$ cat src/rtl/fsr_map.vh
// Status bank field positions, reset values and instruction codes
// Function
// - Pause tristates output, ignores input and clock
// - Pause keeps bit position, shifting resumes after
// - Select high during pause resets interface
// - Pause starts on pin fall, clock low
// - Pause ends on pin rise, clock low
// - Third register bit 7 selects pause/reset pin
// - Third register bits 6:5 drive strength
// - Third register bit 2 selects protect scheme
// - Second register bit 7 erase suspended, read-only
// - Second register bit 6 inverts protection map
// - Second register bits 5:3 one-time lock bits
// - Second register bit 1 enables quad mode
// - Second register bit 0 status protect one
// - First register bit 7 status protect zero
// - First register bit 6 block/sector granularity
// - First register bit 5 top/bottom direction
// - First register bits 4:2 protect range
// - First register bit 1 write-enable latch, read-only
// - First register bit 0 busy flag, read-only
// - Suspend sets flag, resume clears it
// - Pause/reset only while quad enable is 0
`ifndef FSR_MAP_VH
`define FSR_MAP_VH
`define FSR_S3_PINFN_BIT   7
`define FSR_S3_DRV_HI_BIT  6
`define FSR_S3_DRV_LO_BIT  5
`define FSR_S3_WPS_BIT     2
`define FSR_S3_WR_MASK     8'hE4
`define FSR_S3_RESET       8'h00
`define FSR_S2_SUS_BIT     7
`define FSR_S2_INV_BIT     6
`define FSR_S2_LOCK_HI     5
`define FSR_S2_LOCK_LO     3
`define FSR_S2_RSV_BIT     2
`define FSR_S2_QE_BIT      1
`define FSR_S2_SP1_BIT     0
`define FSR_S2_WR_MASK     8'h43
`define FSR_S2_RESET       8'h04
`define FSR_S1_SP0_BIT     7
`define FSR_S1_WR_MASK     8'hFC
`define FSR_S1_RESET       8'h00
`define FSR_S1_WEL_BIT     1
`define FSR_S1_BUSY_BIT    0
`define FSR_CMD_WREN       8'h06
`define FSR_CMD_WRDI       8'h04
`define FSR_CMD_RDSR1      8'h05
`define FSR_CMD_RDSR2      8'h35
`define FSR_CMD_RDSR3      8'h15
`define FSR_CMD_WRSR1      8'h01
`define FSR_CMD_WRSR2      8'h31
`define FSR_CMD_WRSR3      8'h11
`define FSR_CMD_SUSPEND    8'h75
`define FSR_CMD_RESUME     8'h7A
`define FSR_WR_BUSY_NS     1000
`define FSR_CLK_NS         100
`define FSR_WR_BUSY_CYC    ((`FSR_WR_BUSY_NS + `FSR_CLK_NS - 1) / `FSR_CLK_NS)
`endif

$ cat src/rtl/fsr_sync3.v
// Three-stage input synchroniser with agreement filter
`timescale 1ns/1ps
`default_nettype none
module fsr_sync3 #(
    parameter RST_VAL = 1'b0
) (
    input  wire mclk,
    input  wire rst_n,
    input  wire din,
    output wire dout
);
    reg s1_ff;
    reg s2_ff;
    reg s3_ff;
    reg out_ff;
    always @(posedge mclk or negedge rst_n) begin
        if (!rst_n) begin
            s1_ff  <= RST_VAL;
            s2_ff  <= RST_VAL;
            s3_ff  <= RST_VAL;
            out_ff <= RST_VAL;
        end else begin
            s1_ff <= din;
            s2_ff <= s1_ff;
            s3_ff <= s2_ff;
            // Change counts only once stages two and three agree
            if (s2_ff == s3_ff) begin
                out_ff <= s3_ff;
            end
        end
    end
    assign dout = out_ff;
endmodule // fsr_sync3
`default_nettype wire

$ cat src/rtl/fsr_status_bank.v
// Serial status bank with pause handling, sampled on mclk
`timescale 1ns/1ps
`default_nettype none
`include "fsr_map.vh"
module fsr_status_bank #(
    parameter WR_BUSY_CYC = `FSR_WR_BUSY_CYC
) (
    input  wire       mclk,
    input  wire       rst_n,
    input  wire       sclk,
    input  wire       cs_n,
    input  wire       si,
    input  wire       pause_rst_n,
    input  wire       wp_n,
    input  wire       op_busy,
    output reg        so_o,
    output reg        so_oe,
    output wire       pin_reset_n,
    output wire [1:0] drive_strength,
    output wire       protect_scheme_select,
    output wire       protect_invert,
    output wire [2:0] secreg_lock,
    output wire       quad_enable_bit,
    output wire       protect_granularity,
    output wire       protect_direction,
    output wire [2:0] protect_range,
    output wire       write_enable_latch_flag,
    output wire       busy_flag,
    output wire       erase_suspended_flag,
    output wire       paused
);
    localparam ST_CMD  = 4'b0001;
    localparam ST_READ = 4'b0010;
    localparam ST_WDAT = 4'b0100;
    localparam ST_IDLE = 4'b1000;

    wire sclk_s;
    wire cs_n_s;
    wire si_s;
    wire pin_s;
    wire wp_s;
    fsr_sync3 #(.RST_VAL(1'b0)) u_sclk (.mclk(mclk), .rst_n(rst_n), .din(sclk),        .dout(sclk_s));
    fsr_sync3 #(.RST_VAL(1'b1)) u_cs   (.mclk(mclk), .rst_n(rst_n), .din(cs_n),        .dout(cs_n_s));
    fsr_sync3 #(.RST_VAL(1'b0)) u_si   (.mclk(mclk), .rst_n(rst_n), .din(si),          .dout(si_s));
    fsr_sync3 #(.RST_VAL(1'b1)) u_pin  (.mclk(mclk), .rst_n(rst_n), .din(pause_rst_n), .dout(pin_s));
    fsr_sync3 #(.RST_VAL(1'b1)) u_wp   (.mclk(mclk), .rst_n(rst_n), .din(wp_n),        .dout(wp_s));

    reg [7:0] sr1_ff;
    reg [7:0] sr2_ff;
    reg [7:0] sr3_ff;
    reg       wel_ff;
    reg       sus_ff;
    reg       pause_ff;
    reg       sclk_d_ff;
    reg       pin_d_ff;
    reg       cs_d_ff;
    reg [3:0] state_ff;
    reg [2:0] bitcnt_ff;
    reg [7:0] shift_ff;
    reg [7:0] cmd_ff;
    reg [7:0] rdat_ff;
    reg [15:0] busy_cnt_ff;
    reg       busy_ff;

    wire sclk_rise = sclk_s & ~sclk_d_ff;
    wire sclk_fall = ~sclk_s & sclk_d_ff;
    wire pin_fall  = ~pin_s & pin_d_ff;
    wire pin_rise  = pin_s & ~pin_d_ff;
    wire pin_is_reset = sr3_ff[`FSR_S3_PINFN_BIT];
    wire qe = sr2_ff[`FSR_S2_QE_BIT];
    wire pause_fn = ~qe & ~pin_is_reset;
    wire hw_reset = ~qe & pin_is_reset & ~pin_s;
    wire active = ~cs_n_s & ~pause_ff & ~hw_reset;
    wire [7:0] nxt_shift = {shift_ff[6:0], si_s};

    // Status register write lock per protect bits and wp
    wire sp1 = sr2_ff[`FSR_S2_SP1_BIT];
    wire sp0 = sr1_ff[`FSR_S1_SP0_BIT];
    wire sr_locked = sp1 | (sp0 & ~wp_s);

    assign pin_reset_n = ~hw_reset;
    assign paused = pause_ff;

    // Pause window tracking
    always @(posedge mclk or negedge rst_n) begin
        if (!rst_n) begin
            pause_ff  <= 1'b0;
            sclk_d_ff <= 1'b0;
            pin_d_ff  <= 1'b1;
            cs_d_ff   <= 1'b1;
        end else begin
            sclk_d_ff <= sclk_s;
            pin_d_ff  <= pin_s;
            cs_d_ff   <= cs_n_s;
            if (cs_n_s || !pause_fn) begin
                pause_ff <= 1'b0;
            end else if (!pause_ff && pin_fall && !sclk_s) begin
                pause_ff <= 1'b1;
            end else if (pause_ff && pin_rise && !sclk_s) begin
                pause_ff <= 1'b0;
            end
        end
    end

    // Serial engine; pause freezes bitcnt and state
    always @(posedge mclk or negedge rst_n) begin
        if (!rst_n) begin
            state_ff  <= ST_IDLE;
            bitcnt_ff <= 3'd0;
            shift_ff  <= 8'h00;
            cmd_ff    <= 8'h00;
            rdat_ff   <= 8'h00;
            so_o      <= 1'b0;
            so_oe     <= 1'b0;
        end else if (cs_n_s || hw_reset) begin
            // Deselect drops any partial op, also mid-pause
            state_ff  <= ST_IDLE;
            bitcnt_ff <= 3'd0;
            so_oe     <= 1'b0;
        end else if (pause_ff) begin
            so_oe <= 1'b0;
        end else begin
            if (state_ff == ST_IDLE && cs_d_ff) begin
                state_ff <= ST_CMD;
            end
            if (sclk_rise) begin
                case (state_ff)
                    ST_CMD, ST_WDAT: begin
                        shift_ff  <= nxt_shift;
                        bitcnt_ff <= bitcnt_ff + 3'd1;
                        if (bitcnt_ff == 3'd7 && state_ff == ST_CMD) begin
                            cmd_ff <= nxt_shift;
                            case (nxt_shift)
                                `FSR_CMD_RDSR1: begin
                                    state_ff <= ST_READ;
                                    rdat_ff  <= {sr1_ff[7:2], wel_ff, busy_ff};
                                end
                                `FSR_CMD_RDSR2: begin
                                    state_ff <= ST_READ;
                                    rdat_ff  <= {sus_ff, sr2_ff[6:0]};
                                end
                                `FSR_CMD_RDSR3: begin
                                    state_ff <= ST_READ;
                                    rdat_ff  <= sr3_ff;
                                end
                                `FSR_CMD_WRSR1, `FSR_CMD_WRSR2, `FSR_CMD_WRSR3: state_ff <= ST_WDAT;
                                default: state_ff <= ST_IDLE;
                            endcase
                        end else if (bitcnt_ff == 3'd7) begin
                            state_ff <= ST_IDLE;
                        end
                    end
                    default: ;
                endcase
            end
            if (sclk_fall && state_ff == ST_READ) begin
                so_oe   <= 1'b1;
                so_o    <= rdat_ff[7];
                rdat_ff <= {rdat_ff[6:0], rdat_ff[7]};
            end
        end
    end

    // Instruction completion on select rise
    wire cs_rise = cs_n_s & ~cs_d_ff;
    wire cmd_done = cs_rise && !pause_ff && bitcnt_ff == 3'd0;
    wire wr_ok = wel_ff & ~busy_ff & ~sr_locked;
    wire do_wr = cmd_done && state_ff == ST_IDLE && wr_ok &&
                 (cmd_ff == `FSR_CMD_WRSR1 || cmd_ff == `FSR_CMD_WRSR2 || cmd_ff == `FSR_CMD_WRSR3);

    always @(posedge mclk or negedge rst_n) begin
        if (!rst_n) begin
            sr1_ff      <= `FSR_S1_RESET;
            sr2_ff      <= `FSR_S2_RESET;
            sr3_ff      <= `FSR_S3_RESET;
            wel_ff      <= 1'b0;
            sus_ff      <= 1'b0;
            busy_ff     <= 1'b0;
            busy_cnt_ff <= 16'h0000;
        end else begin
            if (busy_cnt_ff != 16'h0000) begin
                busy_cnt_ff <= busy_cnt_ff - 16'h0001;
            end
            busy_ff <= (busy_cnt_ff > 16'h0001) | op_busy;
            if (cmd_done && cmd_ff == `FSR_CMD_WREN) begin
                wel_ff <= 1'b1;
            end else if (cmd_done && cmd_ff == `FSR_CMD_WRDI) begin
                wel_ff <= 1'b0;
            end
            if (cmd_done && cmd_ff == `FSR_CMD_SUSPEND) begin
                sus_ff <= 1'b1;
            end else if (cmd_done && cmd_ff == `FSR_CMD_RESUME) begin
                sus_ff <= 1'b0;
            end
            if (do_wr) begin
                wel_ff      <= 1'b0;
                busy_cnt_ff <= WR_BUSY_CYC[15:0];
                case (cmd_ff)
                    `FSR_CMD_WRSR1: begin
                        // Writable fields only; flags stay hardware-owned
                        sr1_ff <= (sr1_ff & ~`FSR_S1_WR_MASK) | (shift_ff & `FSR_S1_WR_MASK);
                    end
                    `FSR_CMD_WRSR2: begin
                        // Lock bits only ever go 0 to 1
                        sr2_ff <= ((sr2_ff & ~`FSR_S2_WR_MASK) | (shift_ff & `FSR_S2_WR_MASK)) | (shift_ff & 8'h38);
                    end
                    default: begin
                        sr3_ff <= (sr3_ff & ~`FSR_S3_WR_MASK) | (shift_ff & `FSR_S3_WR_MASK);
                    end
                endcase
            end
        end
    end

    assign drive_strength          = sr3_ff[`FSR_S3_DRV_HI_BIT:`FSR_S3_DRV_LO_BIT];
    assign protect_scheme_select   = sr3_ff[`FSR_S3_WPS_BIT];
    assign protect_invert          = sr2_ff[`FSR_S2_INV_BIT];
    assign secreg_lock             = sr2_ff[`FSR_S2_LOCK_HI:`FSR_S2_LOCK_LO];
    assign quad_enable_bit         = qe;
    assign protect_granularity     = sr1_ff[6];
    assign protect_direction       = sr1_ff[5];
    assign protect_range           = sr1_ff[4:2];
    assign write_enable_latch_flag = wel_ff;
    assign busy_flag               = busy_ff;
    assign erase_suspended_flag    = sus_ff;
endmodule // fsr_status_bank
`default_nettype wire

$ cat config.mk
export PLATFORM = sky130hd
export DESIGN_NAME = fsr_status_bank
export DESIGN_NICKNAME = d
export VERILOG_FILES = /design/src/rtl/fsr_sync3.v /design/src/rtl/fsr_status_bank.v
export VERILOG_INCLUDE_DIRS = /design/src /design/src/rtl
export SDC_FILE = /design/constraint.sdc
export NUM_CORES = 1
export LEC_CHECK = 0
export BUFFER_PORTS_ARGS = -buffer_cell sky130_fd_sc_hd__buf_4
export CORE_MARGIN = 3
export CORE_UTILIZATION = 45
export CTS_BUF_LIST = sky130_fd_sc_hd__clkbuf_16
export CTS_CLUSTER_DIAMETER = 120
export DETAILED_ROUTE_END_ITERATION = 8
export PLACE_DENSITY = 0.59
export SLEW_MARGIN = 20
export SYNTH_ARGS = -nofsm -noshare
export SYNTH_HDL_FRONTEND = slang
export SYNTH_SLANG_ARGS = --single-unit
$ cat constraint.sdc
create_clock -name mclk -period 6.2 [get_ports mclk]
set_input_delay 0.62 -clock mclk [delete_from_list [all_inputs] [get_ports mclk]]
set_output_delay 0.62 -clock mclk [all_outputs]
set_load 0.05 [all_outputs]
-- Word level (Yosys, flattened, before mapping)
Index checks and enable logic that the tools add are counted.
- output and inout bits: 20
- logic and storage cells: 174
- register bits after elaboration: 100
- input port bits: 8
- bitwise logic cells: 31
- $lt $le $gt $ge: 1
- add/sub/neg operators: 2
- mux-type cells: 30
- equality and inequality tests: 24
- reduce and logical (&&, ||, !) cells: 48
- operators with widths (cell ; number):
    $mux W16 ; 2
    $mux W8 ; 4
    $mux W4 ; 7
    $eq A8 B3 Y1 const B ; 3
    $eq A8 B5 Y1 const B ; 3
    $eq A8 B6 Y1 const B ; 3
    $pmux W8 S3 ; 1
    $eq A8 B1 Y1 const B ; 2
    $eq A8 B7 Y1 const B ; 2
    $gt A16 B1 Y1 const B ; 1
    $logic_and A1 B1 Y1 ; 16
    $reduce_bool A16 Y1 ; 1
    $sub A16 B1 Y16 const B ; 1
    $not A1 Y1 ; 14
    $reduce_bool A2 Y1 ; 7
    $mux W3 ; 4
    $and A1 B1 Y1 ; 11
    $mux W1 ; 11
    $reduce_bool A3 Y1 ; 3
    $or A2 B8 Y8 ; 1
    $or A5 B8 Y8 ; 1
    $or A8 B6 Y8 ; 1
    $or A8 B7 Y8 ; 1
    $pmux W4 S2 ; 1
    other kinds (20) ; 35

-- Depth between registers and ports, before layout
Gate-level depths: netlist of the first run.
- depth after elaboration: 9
- depth in mapped cells: 8
- gate-level depth less buffers: 7

-- Cells and area by module
Synthesis of the first run repeated with hierarchy kept, for this count alone.
- cell total of the unflattened synthesis: 350
- area, all modules: 4066.4 um^2
- modules (own cells, without submodules) (module ; cells an instance ; sequential area each (um^2) ; area an instance (um^2) ; times used):
    fsr_status_bank ; 325 ; 1805.5 ; 3494.6 ; 1
    fsr_sync3 at u_cs ... ; 5 ; 105.1 ; 116.4 ; 3
    fsr_sync3 at u_sclk ... ; 5 ; 100.1 ; 111.4 ; 2

-- Worst setup path before layout of the first run
No wires, ideal clock.
- path kind: register to register
- from: register busy_cnt_ff[0]
- to: register busy_cnt_ff[10]
- required time: 6071 ps
- arrival time: 1951 ps
- period minus slack after synthesis: 2081 ps
- stages on the path, launching flop included: 8
- setup time: 129 ps
- path buffers: 0
- path slack: 4119 ps
- cells stage by stage: dfrtp_1 inv_1 ha_1 nor3b_1 or4b_4 a31oi_4 xnor2_1 nor2_2
- word-level cells in the longest chain between the ends: 3
- elaborated cells between the ends (all ways): 5
- classes of those cells: add/sub (1); mux (2); reduce/logical (2)
- RTL lines (element ; line ; RTL):
    from (decl) ; fsr_status_bank.v:62 ; reg [15:0] busy_cnt_ff;
    from (signal assigned) ; fsr_status_bank.v:182 ; busy_cnt_ff <= busy_cnt_ff - 16'h0001;
    from (signal assigned) ; fsr_status_bank.v:197 ; busy_cnt_ff <= WR_BUSY_CYC[15:0];
    $sub A16 B1 Y16 ; fsr_status_bank.v:182 ;
    $mux W16 ; fsr_status_bank.v:181 ; if (busy_cnt_ff != 16'h0000) begin
    $mux W16 ; fsr_status_bank.v:195 ; if (do_wr) begin
Several ways; a longest one is shown, not always the timed one. The select of a mux whose other input is x is not followed.
A chain may end at the register's enable or synchronous reset.

-- Final worst setup path of the first run
- from: register u_pin.out_ff (netlist: u_pin.dout)
- to: register cmd_ff[5]
- word-level cells in the longest chain between the ends: 5
- RTL lines (element ; line ; RTL):
    from (decl) ; fsr_sync3.v:15 ; reg out_ff;
    from (signal assigned) ; fsr_sync3.v:21 ; out_ff <= RST_VAL;
    from (signal assigned) ; fsr_sync3.v:28 ; out_ff <= s3_ff;
    $not A1 Y1 ; fsr_status_bank.v:72 ; wire hw_reset = ~qe & pin_is_reset & ~pin_s;
    $and A1 B1 Y1 ; fsr_status_bank.v:72 ;
    $logic_or A1 B1 Y1 ; fsr_status_bank.v:115 ; end else if (cs_n_s || hw_reset) begin
    $not A1 Y1 (no line) ; -- ;
    $reduce_and A5 Y1 (no line) ; -- ;
    to (signal assigned) ; fsr_status_bank.v:132 ; cmd_ff <= nxt_shift;
    to (decl) ; fsr_status_bank.v:60 ; reg [7:0] cmd_ff;
No other way between the ends.

==> metrics, run 1 <==
RSZ-0062 raised after global routing false; share of Yosys cell area claimed by the top area cell type 46.9%; net switching fraction of the power 21.5%; width of the die 102 um; Ys Warns 0; share of total power in sequential cells 52.2%; clock transition time at the flip-flop clock pins of the worst setup and hold paths 0.06 ns; combinational group share of total power 3.7%; most frequent cells in the layout dfrtp_1, nor2_1, buf_4; power density normalized to cell area 260 mW/mm2; per-instance average area after synthesis 11.6 um2; post-route ant nets 0; launch point of the worst path u_pin.dout; number of enable-type register cells in the synthesized netlist 0; final count of negative-setup-slack endpoints 0; leakage power summed over all cells 2.24 nW; Data arrival, critical path 2.79 ns; Main synth FF type dfrtp_1; cell type with the highest aggregate area in the netlist dfrtp_1; CP max stage delay 0.60 ns; WS Path Type register to register; H-tree lvl count 3; Core Rows 34; PostCTS Resize Cnt 0; wire length of the first global-routing pass 13,400 um; clock tree from TritonCTS yes; Slowest cell on crit path nand3_1; buffer cell driving the clock tree root clkbuf_16; maximum fanout along the worst path 13; count of placed standard cells including taps 475; launch point of the worst reg-to-reg path u_pin.dout; total global routing overflow 0; Internal 0.954 mW; violation count after the first detailed-routing iteration 121; slew at the pin closest to its max-slew limit 0.665 ns; most frequent standard cell in the layout excluding fill and tap cells dfrtp_1; Clk network pwr share 44.1%; TritonCTS Buffers 9; post-CTS setup repair buffer count 0; clk_lat worst skew 0.34 ns; Bufs on Longest Clock Path 2; Max-cap violations 0; net count after synthesis 367; Post-Synthesis Cell Area 0.00411 mm2; worst reg2reg path endpoint cmd_ff[5]; number of buffers inserted for hold repair after clock tree synthesis 0; required time of the worst setup path 6.47 ns; total global routing track utilization 16.7%; top area cells in the synthesized netlist dfrtp_1, dfstp_2, mux2_2, nor2_1, nand2_1; Area Overhead vs Synth 13.7%; Cell variety after synth 56; Setup Total Neg Slack 0 ns; class of the tightest hold or removal check input pin to asynchronous set/reset pin; number of vias per cell after detailed routing 5.48; number of nets in the layout 392; count of vias placed by the detailed router 2,693; routability congestion estimate from global placement 0.818; post-synthesis sequential area ratio 56.5%; total die area 0.0103 mm2; detailed-router iteration count before antenna repair 4; crit path launch type register; fill cell total of the finished layout 796; per-cell routed wire length 16.3 um; worst supply voltage drop on vdd 0.146 mV; antenna cells 0; number of global-route vias before repair 2,622; Layout Skew 0.00907 ns; time the final worst path needs with I/O delays and setup 2.52 ns; cell count after synthesis 353; sum of net half-perimeters after detailed placement 5600 um; Final period util 40.6%; DR DRC count 0; Hold Vio Cnt, Final 0; relative slew slack 55.6%; ordered cell list for the critical path nor3b_1 -> nor3_2 -> nand3_1 -> nor4b_1 -> a22o_1; core area 0.00881 mm2; clock sink count 92; outcome finished clean; fraction of final layout cells with drive strength greater than 1 23.5%; timing-limited maximum frequency 397 MHz; fraction of registers with async set or reset after synthesis 100%; final non-filler cell total 491; number of cells on the worst reg-to-reg path 5; net switching power 0.262 mW; total of flip-flops plus latches after synthesis 92; antenna violations before repair 0; count of pins on the block boundary 28; pin count of the biggest net entering global routing 50; starting density of the core 46.6%; Port Buf Inserts 27; setup slack of the most critical reg-to-reg path 3.68 ns; crit end category register; die height 102 um; max-slew violation count 0; total wirelength of the detailed-routed design 8000 um
## cell usage after synthesis, types with 8 or more instances
cell     count
a21oi_1      8
buf_4        8
dfrtp_1     77
dfstp_2     15
inv_1       16
mux2_2      18
nand2_1     26
nand3_1     11
nor2_1      41
o21ai_0     13
xor2_1      10
## metal layers
layer  track usage (%)  part of all wire, %  wire length (um)  up-vias
li1                  -                    -                 -     1291
met1              23.6                   48              3840     1339
met2              25.4                   47              3730       50
met3              3.79                  3.6               287       13
met4              5.93                  1.9               149        0
met5                 0                    0                 0        -
## cell families after synthesis
logic type	after synthesis	synth area share (%)
flops	92	56.5
buf+inv	31	3.62
xor+xnor	13	2.77
fa+ha+maj	11	3.05
mux	29	7.80
simple gates	128	17.7
compound gates	49	8.56
## worst max path at each step
stage	to	slack (ns)	cells after the start
after floorplan	busy_cnt_ff[10]	4.12	7
after global placement	cmd_ff[5]	3.67	5
after detailed placement	cmd_ff[5]	3.65	5
after CTS	cmd_ff[5]	3.58	5
after global routing	cmd_ff[5]	3.43	5
final	cmd_ff[5]	3.68	5
## sequential cells by signal, summed over array words and instances, names as in the netlist, 3 cells and up
register,count
busy_cnt_ff,16
sr2_ff,6
shift_ff,8
bitcnt_ff,3
sr1_ff,6
rdat_ff,8
sr3_ff,4
cmd_ff,8
state_ff,4
## power groups by stage
| stage | registers (mW) | clock network, mW | logic (mW) |
|---|---|---|---|
| 5_1_grt | 0.637 | 0.575 | 0.0502 |
| 2_1_floorplan | 0.643 | 0 | 0.0212 |
| 3_3_place_gp | 0.645 | 0 | 0.0454 |
| 4_1_cts | 0.634 | 0.553 | 0.0463 |
| 6_report | 0.635 | 0.536 | 0.0446 |
| 3_5_place_dp | 0.645 | 0 | 0.0456 |
## worst max-delay path, delay by kind of cell, from the launching register on
family           cells  cell delay, ns
AND/OR/NAND/NOR      4            1.71
flip-flops           1            0.56
AO/OA/AOI/OAI        1            0.19
## final cells by class
type	instances	area [um2]	area share, %
Tap cell	108	135	2.89
Timing Repair Buffer	29	218	4.66
Clock buffer	11	275	5.89
Sequential cell	92	2320	49.7
Clock inverter	5	25.0	0.536
Multi-Input combinational cell	230	1640	35.1
Inverter	16	60.1	1.29
## stage by stage
stage                     util, %  hold slack (ns)  setup WS, ns  power, mW  cell area (um2)
after floorplan                 -            0.324          4.12      0.664             4110
after global placement       49.6            0.333          3.67      0.690             4370
after detailed placement     49.6            0.336          3.65      0.691             4370
after CTS                    53.1            0.284          3.58       1.23             4670
after global routing         53.1            0.300          3.43       1.26             4670
final                        53.1            0.264          3.68       1.22             4670
(Power assumes the default switching activity.)
==> inputs of run 2 (changes only) <==
- ABC_AREA: unset -> 1
- PLACE_DENSITY: 0.59 -> 0.61
- clock period: 6.2 -> 2.18 ns (I/O delays scaled with it)
==> metrics, run 2 <==
Max-cap violations 0 (unchanged); starting density of the core 46.5% (-0.15 points); total global routing overflow 0 (unchanged); share of Yosys cell area claimed by the top area cell type 42.4% (-4.5 points); width of the die 106 um (+4.9%); sum of net half-perimeters after detailed placement 7230 um (+29%); Layout Skew 0.00834 ns (-0.000727 ns); timing-limited maximum frequency 550 MHz (+38%); die height 106 um (+4.9%); crit end category register; Util after Layout 52.7% (-0.32 points); pre-CTS setup slack 0.363 ns (-3.29 ns); relative slew slack 66.6% (+11 points); Post-Synthesis Cell Area 0.00454 mm2 (+11%); Ys Warns 0 (unchanged); antenna cells 0 (unchanged); fraction of registers with async set or reset after synthesis 100% (unchanged); slew at the pin closest to its max-slew limit 0.499 ns (-0.166 ns); per-cell routed wire length 14.2 um (-13%); power density normalized to cell area 682 mW/mm2 (+160%); routability congestion estimate from global placement 0.861 (+5.2%); Area after DPL 0.00482 mm2 (+10%); time the final worst path needs with I/O delays and setup 1.82 ns (-0.698 ns); post-synthesis sequential area ratio 51.1% (-5.4 points); cell class contributing the biggest share of worst-path delay simple AND/OR/NAND/NOR gates; number of enable-type register cells in the synthesized netlist 0 (unchanged); Slowest cell on crit path dfrtp_1; Final period util 83.4% (+43 points); TritonCTS Buffers 9 (unchanged); class of the tightest hold or removal check input pin to register; most frequent standard cell in the layout excluding fill and tap cells nand2_1; fraction of final layout cells with drive strength greater than 1 21.8% (-1.7 points); Bufs on Longest Clock Path 2 (unchanged); Core Rows 36 (+5.9%); Area Overhead vs Synth 13.4%; Hold Vio Cnt, Final 0 (unchanged); combinational group share of total power 6.9% (+3.2 points); net count after synthesis 527 (+44%); final setup slack of the worst path 0.362 ns (-3.32 ns); antenna violations before repair 0 (unchanged); worst supply voltage drop on vdd 0.417 mV (+190%); number of global-route vias before repair 3,466 (+32%); Setup Total Neg Slack 0 ns (unchanged); clock sink count 92 (unchanged); number of cells on the worst reg-to-reg path 9 (+4); clock tree from TritonCTS yes; number of flip-flops under the largest register name 16 (unchanged); total die area 0.0113 mm2 (+10%); post-CTS setup repair buffer count 0 (unchanged); CP max stage delay 0.38 ns (-0.22 ns); per-instance average area after synthesis 8.86 um2 (-24%); WS Path Type register to register; net switching power 0.881 mW (+240%); core area 0.00977 mm2 (+11%); clk_lat worst skew 0.34 ns (about the same); net switching fraction of the power 25.1% (+3.5 points); total wirelength of the detailed-routed design 9680 um (+21%); Clk network pwr share 41.2% (-2.9 points); register bank with the most flops busy_cnt_ff; outcome finished clean; share of total power in sequential cells 51.8% (-0.4 points); detailed-router iteration count before antenna repair 4 (unchanged); required time of the worst setup path 2.45 ns (-4.02 ns); RSZ-0062 raised after global routing false; Port Buf Inserts 27 (unchanged); Non-Filler Cell Area, Final 0.00515 mm2 (+10%); cell with the most instances after synthesis nand2_1; CP Buf/Inv Count 1 (+1); Main synth FF type dfrtp_1; most used standard cells in the synthesized netlist nand2_1, dfrtp_1, inv_1, nor2_1, nand3_1; cell type with the highest aggregate area in the netlist dfrtp_1; crit path launch type register; total global routing track utilization 18.5% (+1.8 points); post-route ant nets 0 (unchanged); buffer cell driving the clock tree root clkbuf_16; most frequent cells in the layout nand2_1, dfrtp_1, inv_1; number of cells on the critical path 9 (+4); number of nets in the layout 559 (+43%); pin count of the biggest net entering global routing 38 (-24%); leakage power summed over all cells 2.59 nW (+15%); maximum fanout along the worst path 13 (unchanged); Cell variety after synth 41 (-27%); violation count after the first detailed-routing iteration 151 (+25%); clock transition time at the flip-flop clock pins of the worst setup and hold paths 0.06 ns (about the same); wire length of the first global-routing pass 16,600 um (+24%); number of vias per cell after detailed routing 4.96 (-9.5%); count of pins on the block boundary 28 (unchanged); final count of negative-setup-slack endpoints 0 (unchanged); Data arrival, critical path 2.09 ns (-0.70 ns); count of vias placed by the detailed router 3,390 (+26%); top area cells in the synthesized netlist dfrtp_1, nand2_1, dfstp_2, nand3_1, inv_1; H-tree lvl count 3 (unchanged); Internal 2.63 mW (+180%); total of flip-flops plus latches after synthesis 92 (unchanged); ordered cell list for the critical path ha_1 -> ha_1 -> nand4_1 -> nor2_1 -> nand2_2 -> inv_1 -> nand2_1 -> nand2_1 -> nor2_1; DR DRC count 0 (unchanged); max-slew violation count 0 (unchanged); WHS Path Cells 3; cell count after synthesis 513 (+45%)
[run 2: power groups by stage]
stage | combinational [mW] | clock (mW) | sequential, mW
after global routing | 0.276 | 1.55 | 1.83
after CTS | 0.249 | 1.48 | 1.82
after detailed placement | 0.239 | 0 | 1.85
after global placement | 0.234 | 0 | 1.85
after floorplan | 0.145 | 0 | 1.85
final | 0.244 | 1.45 | 1.82
[run 2: through the flow]
stage               hold WS (ns)  power [mW]  std cells
floorplan                -0.0776        1.99        513
global placement           0.182        2.08        661
detailed placement         0.185        2.09        661
CTS                        0.121        3.55        683
global route               0.128        3.65        683
finish                     0.127        3.51        683
[run 2: layout make-up]
type	count	area [um2]
inverter	63	240
tap	133	166
multi-input combinational	344	1860
sequential	92	2320
clock buffer	9	225
timing repair buffer	35	290
clock inverter	7	50.0
fill	916	4620
[run 2: logic make-up (layout without fill, tap and decap cells)]
kind of cell	after synthesis	after routing	synth area share, %
flip-flops	92	92	51.1
buffers and inverters	77	114	7.96
XOR/XNOR	4	4	0.771
AND/OR/NAND/NOR	281	281	30.6
AO/OA/AOI/OAI	48	48	6.80
adder cells (fa/ha/maj)	11	11	2.75
[run 2: worst paths after layout]
path                               from           to  slack [ns]
min in group asynchronous         rst_n        so_oe        0.37
max reg2reg                bitcnt_ff[0]  state_ff[3]        0.36
max in group asynchronous         rst_n      cs_d_ff        1.08
min reg2reg                  u_si.s1_ff   u_si.s2_ff        0.35
max                        bitcnt_ff[0]  state_ff[3]        0.36
min                             op_busy    busy_flag        0.13
[run 2: repair_timing]
item,CTS,global route
endpoints found under the setup margin,0,0
endpoints found under the hold margin,32,0
resized for setup,0,0
hold buffers,6,0
[run 2: worst reg2reg max path, cell delays in order, from the launching register on]
cell and delay, ns:
dfrtp_1 0.38, ha_1 0.21, ha_1 0.22, nand4_1 0.20, nor2_1 0.08, nand2_2 0.27
inv_1 0.19, nand2_1 0.10, nand2_1 0.05, nor2_1 0.08
[run 2: layer usage]
| layer | share of wire [%] | global-route usage [%] |
|---|---|---|
| met3 | 2.2 | 2.19 |
| met5 | 0 | 0 |
| met1 | 48 | 24.3 |
| met2 | 48 | 31.6 |
| met4 | 1.5 | 6.67 |
==> inputs of run 3 (changes only) <==
- PLACE_DENSITY: 0.61 -> 0.59
- clock period: 2.18 -> 1.7 ns (I/O delays scaled with it)
==> metrics, run 3 (synthesis gave the netlist of run 2 again) <==
outcome finished clean; detailed-router iteration count before antenna repair 4 (unchanged); worst supply voltage drop on vdd 0.399 mV (-4.4%); Slowest cell on crit path dfrtp_1; Final period util 95.0% (+12 points); Util after Layout 54.5% (+1.8 points); number of global-route vias before repair 3,511 (+1.3%); Max-cap violations 0 (unchanged); TritonCTS Buffers 9 (unchanged); leakage power summed over all cells 2.66 nW (+2.7%); total wirelength of the detailed-routed design 10,300 um (+6.6%); core area 0.00977 mm2 (unchanged); post-route ant nets 0 (unchanged); worst reg2reg path endpoint sr1_ff[5]; wire length of the first global-routing pass 17,300 um (+4.4%); total global routing overflow 0 (unchanged); per-cell routed wire length 14.8 um (+4.2%); time the final worst path needs with I/O delays and setup 1.61 ns (-0.204 ns); max-slew violation count 0 (unchanged); most frequent cells in the layout nand2_1, dfrtp_1, inv_1; number of flip-flops under the largest register name 16 (unchanged); Endpoint, Worst Hold busy_flag; clock tree from TritonCTS yes; Layout Skew 0.00897 ns (+0.000628 ns); class of the tightest hold or removal check input pin to register; Data arrival, critical path 1.85 ns (-0.24 ns); pin count of the biggest net entering global routing 36 (-5.3%); ordered cell list for the critical path inv_1 -> ha_4 -> nand4_4 -> nor2_4 -> nand4_2 -> buf_4 -> nand2_1 -> o21ai_2; Core Rows 36 (unchanged); required time of the worst setup path 1.94 ns (-0.51 ns); Area Overhead vs Synth 17.2%; most frequent standard cell in the layout excluding fill and tap cells nand2_1; crit end category register; count of pins on the block boundary 28 (unchanged); routability congestion estimate from global placement 0.878 (+1.9%); clk_lat worst skew 0.35 ns (about the same); antenna cells 0 (unchanged); starting density of the core 46.5% (unchanged); H-tree lvl count 3 (unchanged); fraction of final layout cells with drive strength greater than 1 25.6% (+3.8 points); Hold Vio Cnt, Final 0 (unchanged); launch point of the worst reg-to-reg path bitcnt_ff[1]; maximum fanout along the worst path 12 (-1); Setup Total Neg Slack 0 ns (unchanged); count of vias placed by the detailed router 3,544 (+4.5%); crit path launch type register; DR DRC count 0 (unchanged); antenna violations before repair 0 (unchanged); register bank with the most flops busy_cnt_ff; total global routing track utilization 19.4% (+0.92 points); slew at the pin closest to its max-slew limit 0.476 ns (-0.0227 ns); relative slew slack 68.3% (+1.6 points); violation count after the first detailed-routing iteration 179 (+19%); number of nets in the layout 575 (+2.9%); number of cells on the worst reg-to-reg path 8 (-1); final count of negative-setup-slack endpoints 0 (unchanged); die height 106 um (unchanged); clock sink count 92 (unchanged); power density normalized to cell area 865 mW/mm2 (+27%); buffer cell driving the clock tree root clkbuf_16; timing-limited maximum frequency 619 MHz (+13%); launch point of the worst hold path op_busy; width of the die 106 um (unchanged); sum of net half-perimeters after detailed placement 7510 um (+3.9%); total die area 0.0113 mm2 (unchanged); Port Buf Inserts 27 (unchanged); WS Path Type register to register; setup slack of the most critical reg-to-reg path 0.09 ns (-0.28 ns); number of vias per cell after detailed routing 5.07 (+2.1%); CP max stage delay 0.38 ns (about the same); Bufs on Longest Clock Path 2 (unchanged); WHS Path Cells 3 (unchanged); clock transition time at the flip-flop clock pins of the worst setup and hold paths 0.07 ns (about the same)
==> run 3: changes by cell type in the layout (fill, tap and decap cells not counted), sizes merged <==
| cell | before | now |
|---|---|---|
| buf | 29 | 44 |
| clkinv | 4 | 1 |
| inv | 64 | 66 |
| clkinvlp | 2 | 3 |
| nand3 | 49 | 50 |
==> run 3: worst max-delay path, delay by kind of cell (launching register included) <==
kind	cells	cell delay [ns]
compound gates	1	0.05
buf+inv	2	0.34
simple gates	4	0.58
flops	1	0.38
fa+ha+maj	1	0.16
==> run 3: where the power goes <==
part	internal (mW)	total (mW)	switching, mW	leakage, nW
logic	0.114	0.343	0.228	1.32
registers	2.28	2.34	0.0574	1.21
clock network	1.01	1.93	0.916	0.129
==> run 3: per-layer routing <==
layer	part of all wire (%)	wire, um	up-vias	track usage (%)
met5	0	0	-	0
met4	2.3	240	0	7.12
met3	4.1	426	21	4.01
met2	48	5000	75	31.0
met1	45	4660	1701	26.2
li1	-	-	1747	-
==> run 3: area by class of cell <==
type | count | area (um2)
fillers | 941 | 4450
clock inverters | 7 | 57.6
well taps | 133 | 166
repair buffers | 50 | 415
inverters | 63 | 240
multi-input cells | 345 | 1900
flip-flops and latches | 92 | 2320
clock buffers | 9 | 225
==> run 3: what timing repair did <==
action	in CTS	in global routing
hold buffers	6	0
setup buffers	0	2
endpoints found under the hold margin	27	0
setup endpoints to repair	0	33
resized for setup	0	9
==> run 3: worst max path at each step <==
stage,startpoint,end,slack (ns),cells after the start
6_report,bitcnt_ff[1],sr1_ff[5],0.09,8
5_1_grt,bitcnt_ff[1],busy_cnt_ff[13],-0.03,8
4_1_cts,u_wp.dout,sr2_ff[6],0.04,6
3_5_place_dp,u_wp.dout,sr2_ff[6],0.07,6
3_3_place_gp,u_wp.dout,sr2_ff[6],0.04,7
2_1_floorplan,paused,sr1_ff[5],0.12,7
==> run 3: metrics by stage <==
| stage | hold WS [ns] | cell area, um2 | total power, mW | setup slack, ns | instances |
|---|---|---|---|---|---|
| after floorplan | -0.126 | 4550 | 2.56 | 0.124 | 513 |
| after global placement | 0.160 | 4930 | 2.69 | 0.0447 | 674 |
| after detailed placement | 0.163 | 4930 | 2.70 | 0.0674 | 674 |
| after CTS | 0.0703 | 5270 | 4.64 | 0.0418 | 696 |
| after global routing | 0.0854 | 5330 | 4.80 | -0.0255 | 699 |
| final | 0.0714 | 5330 | 4.61 | 0.0856 | 699 |
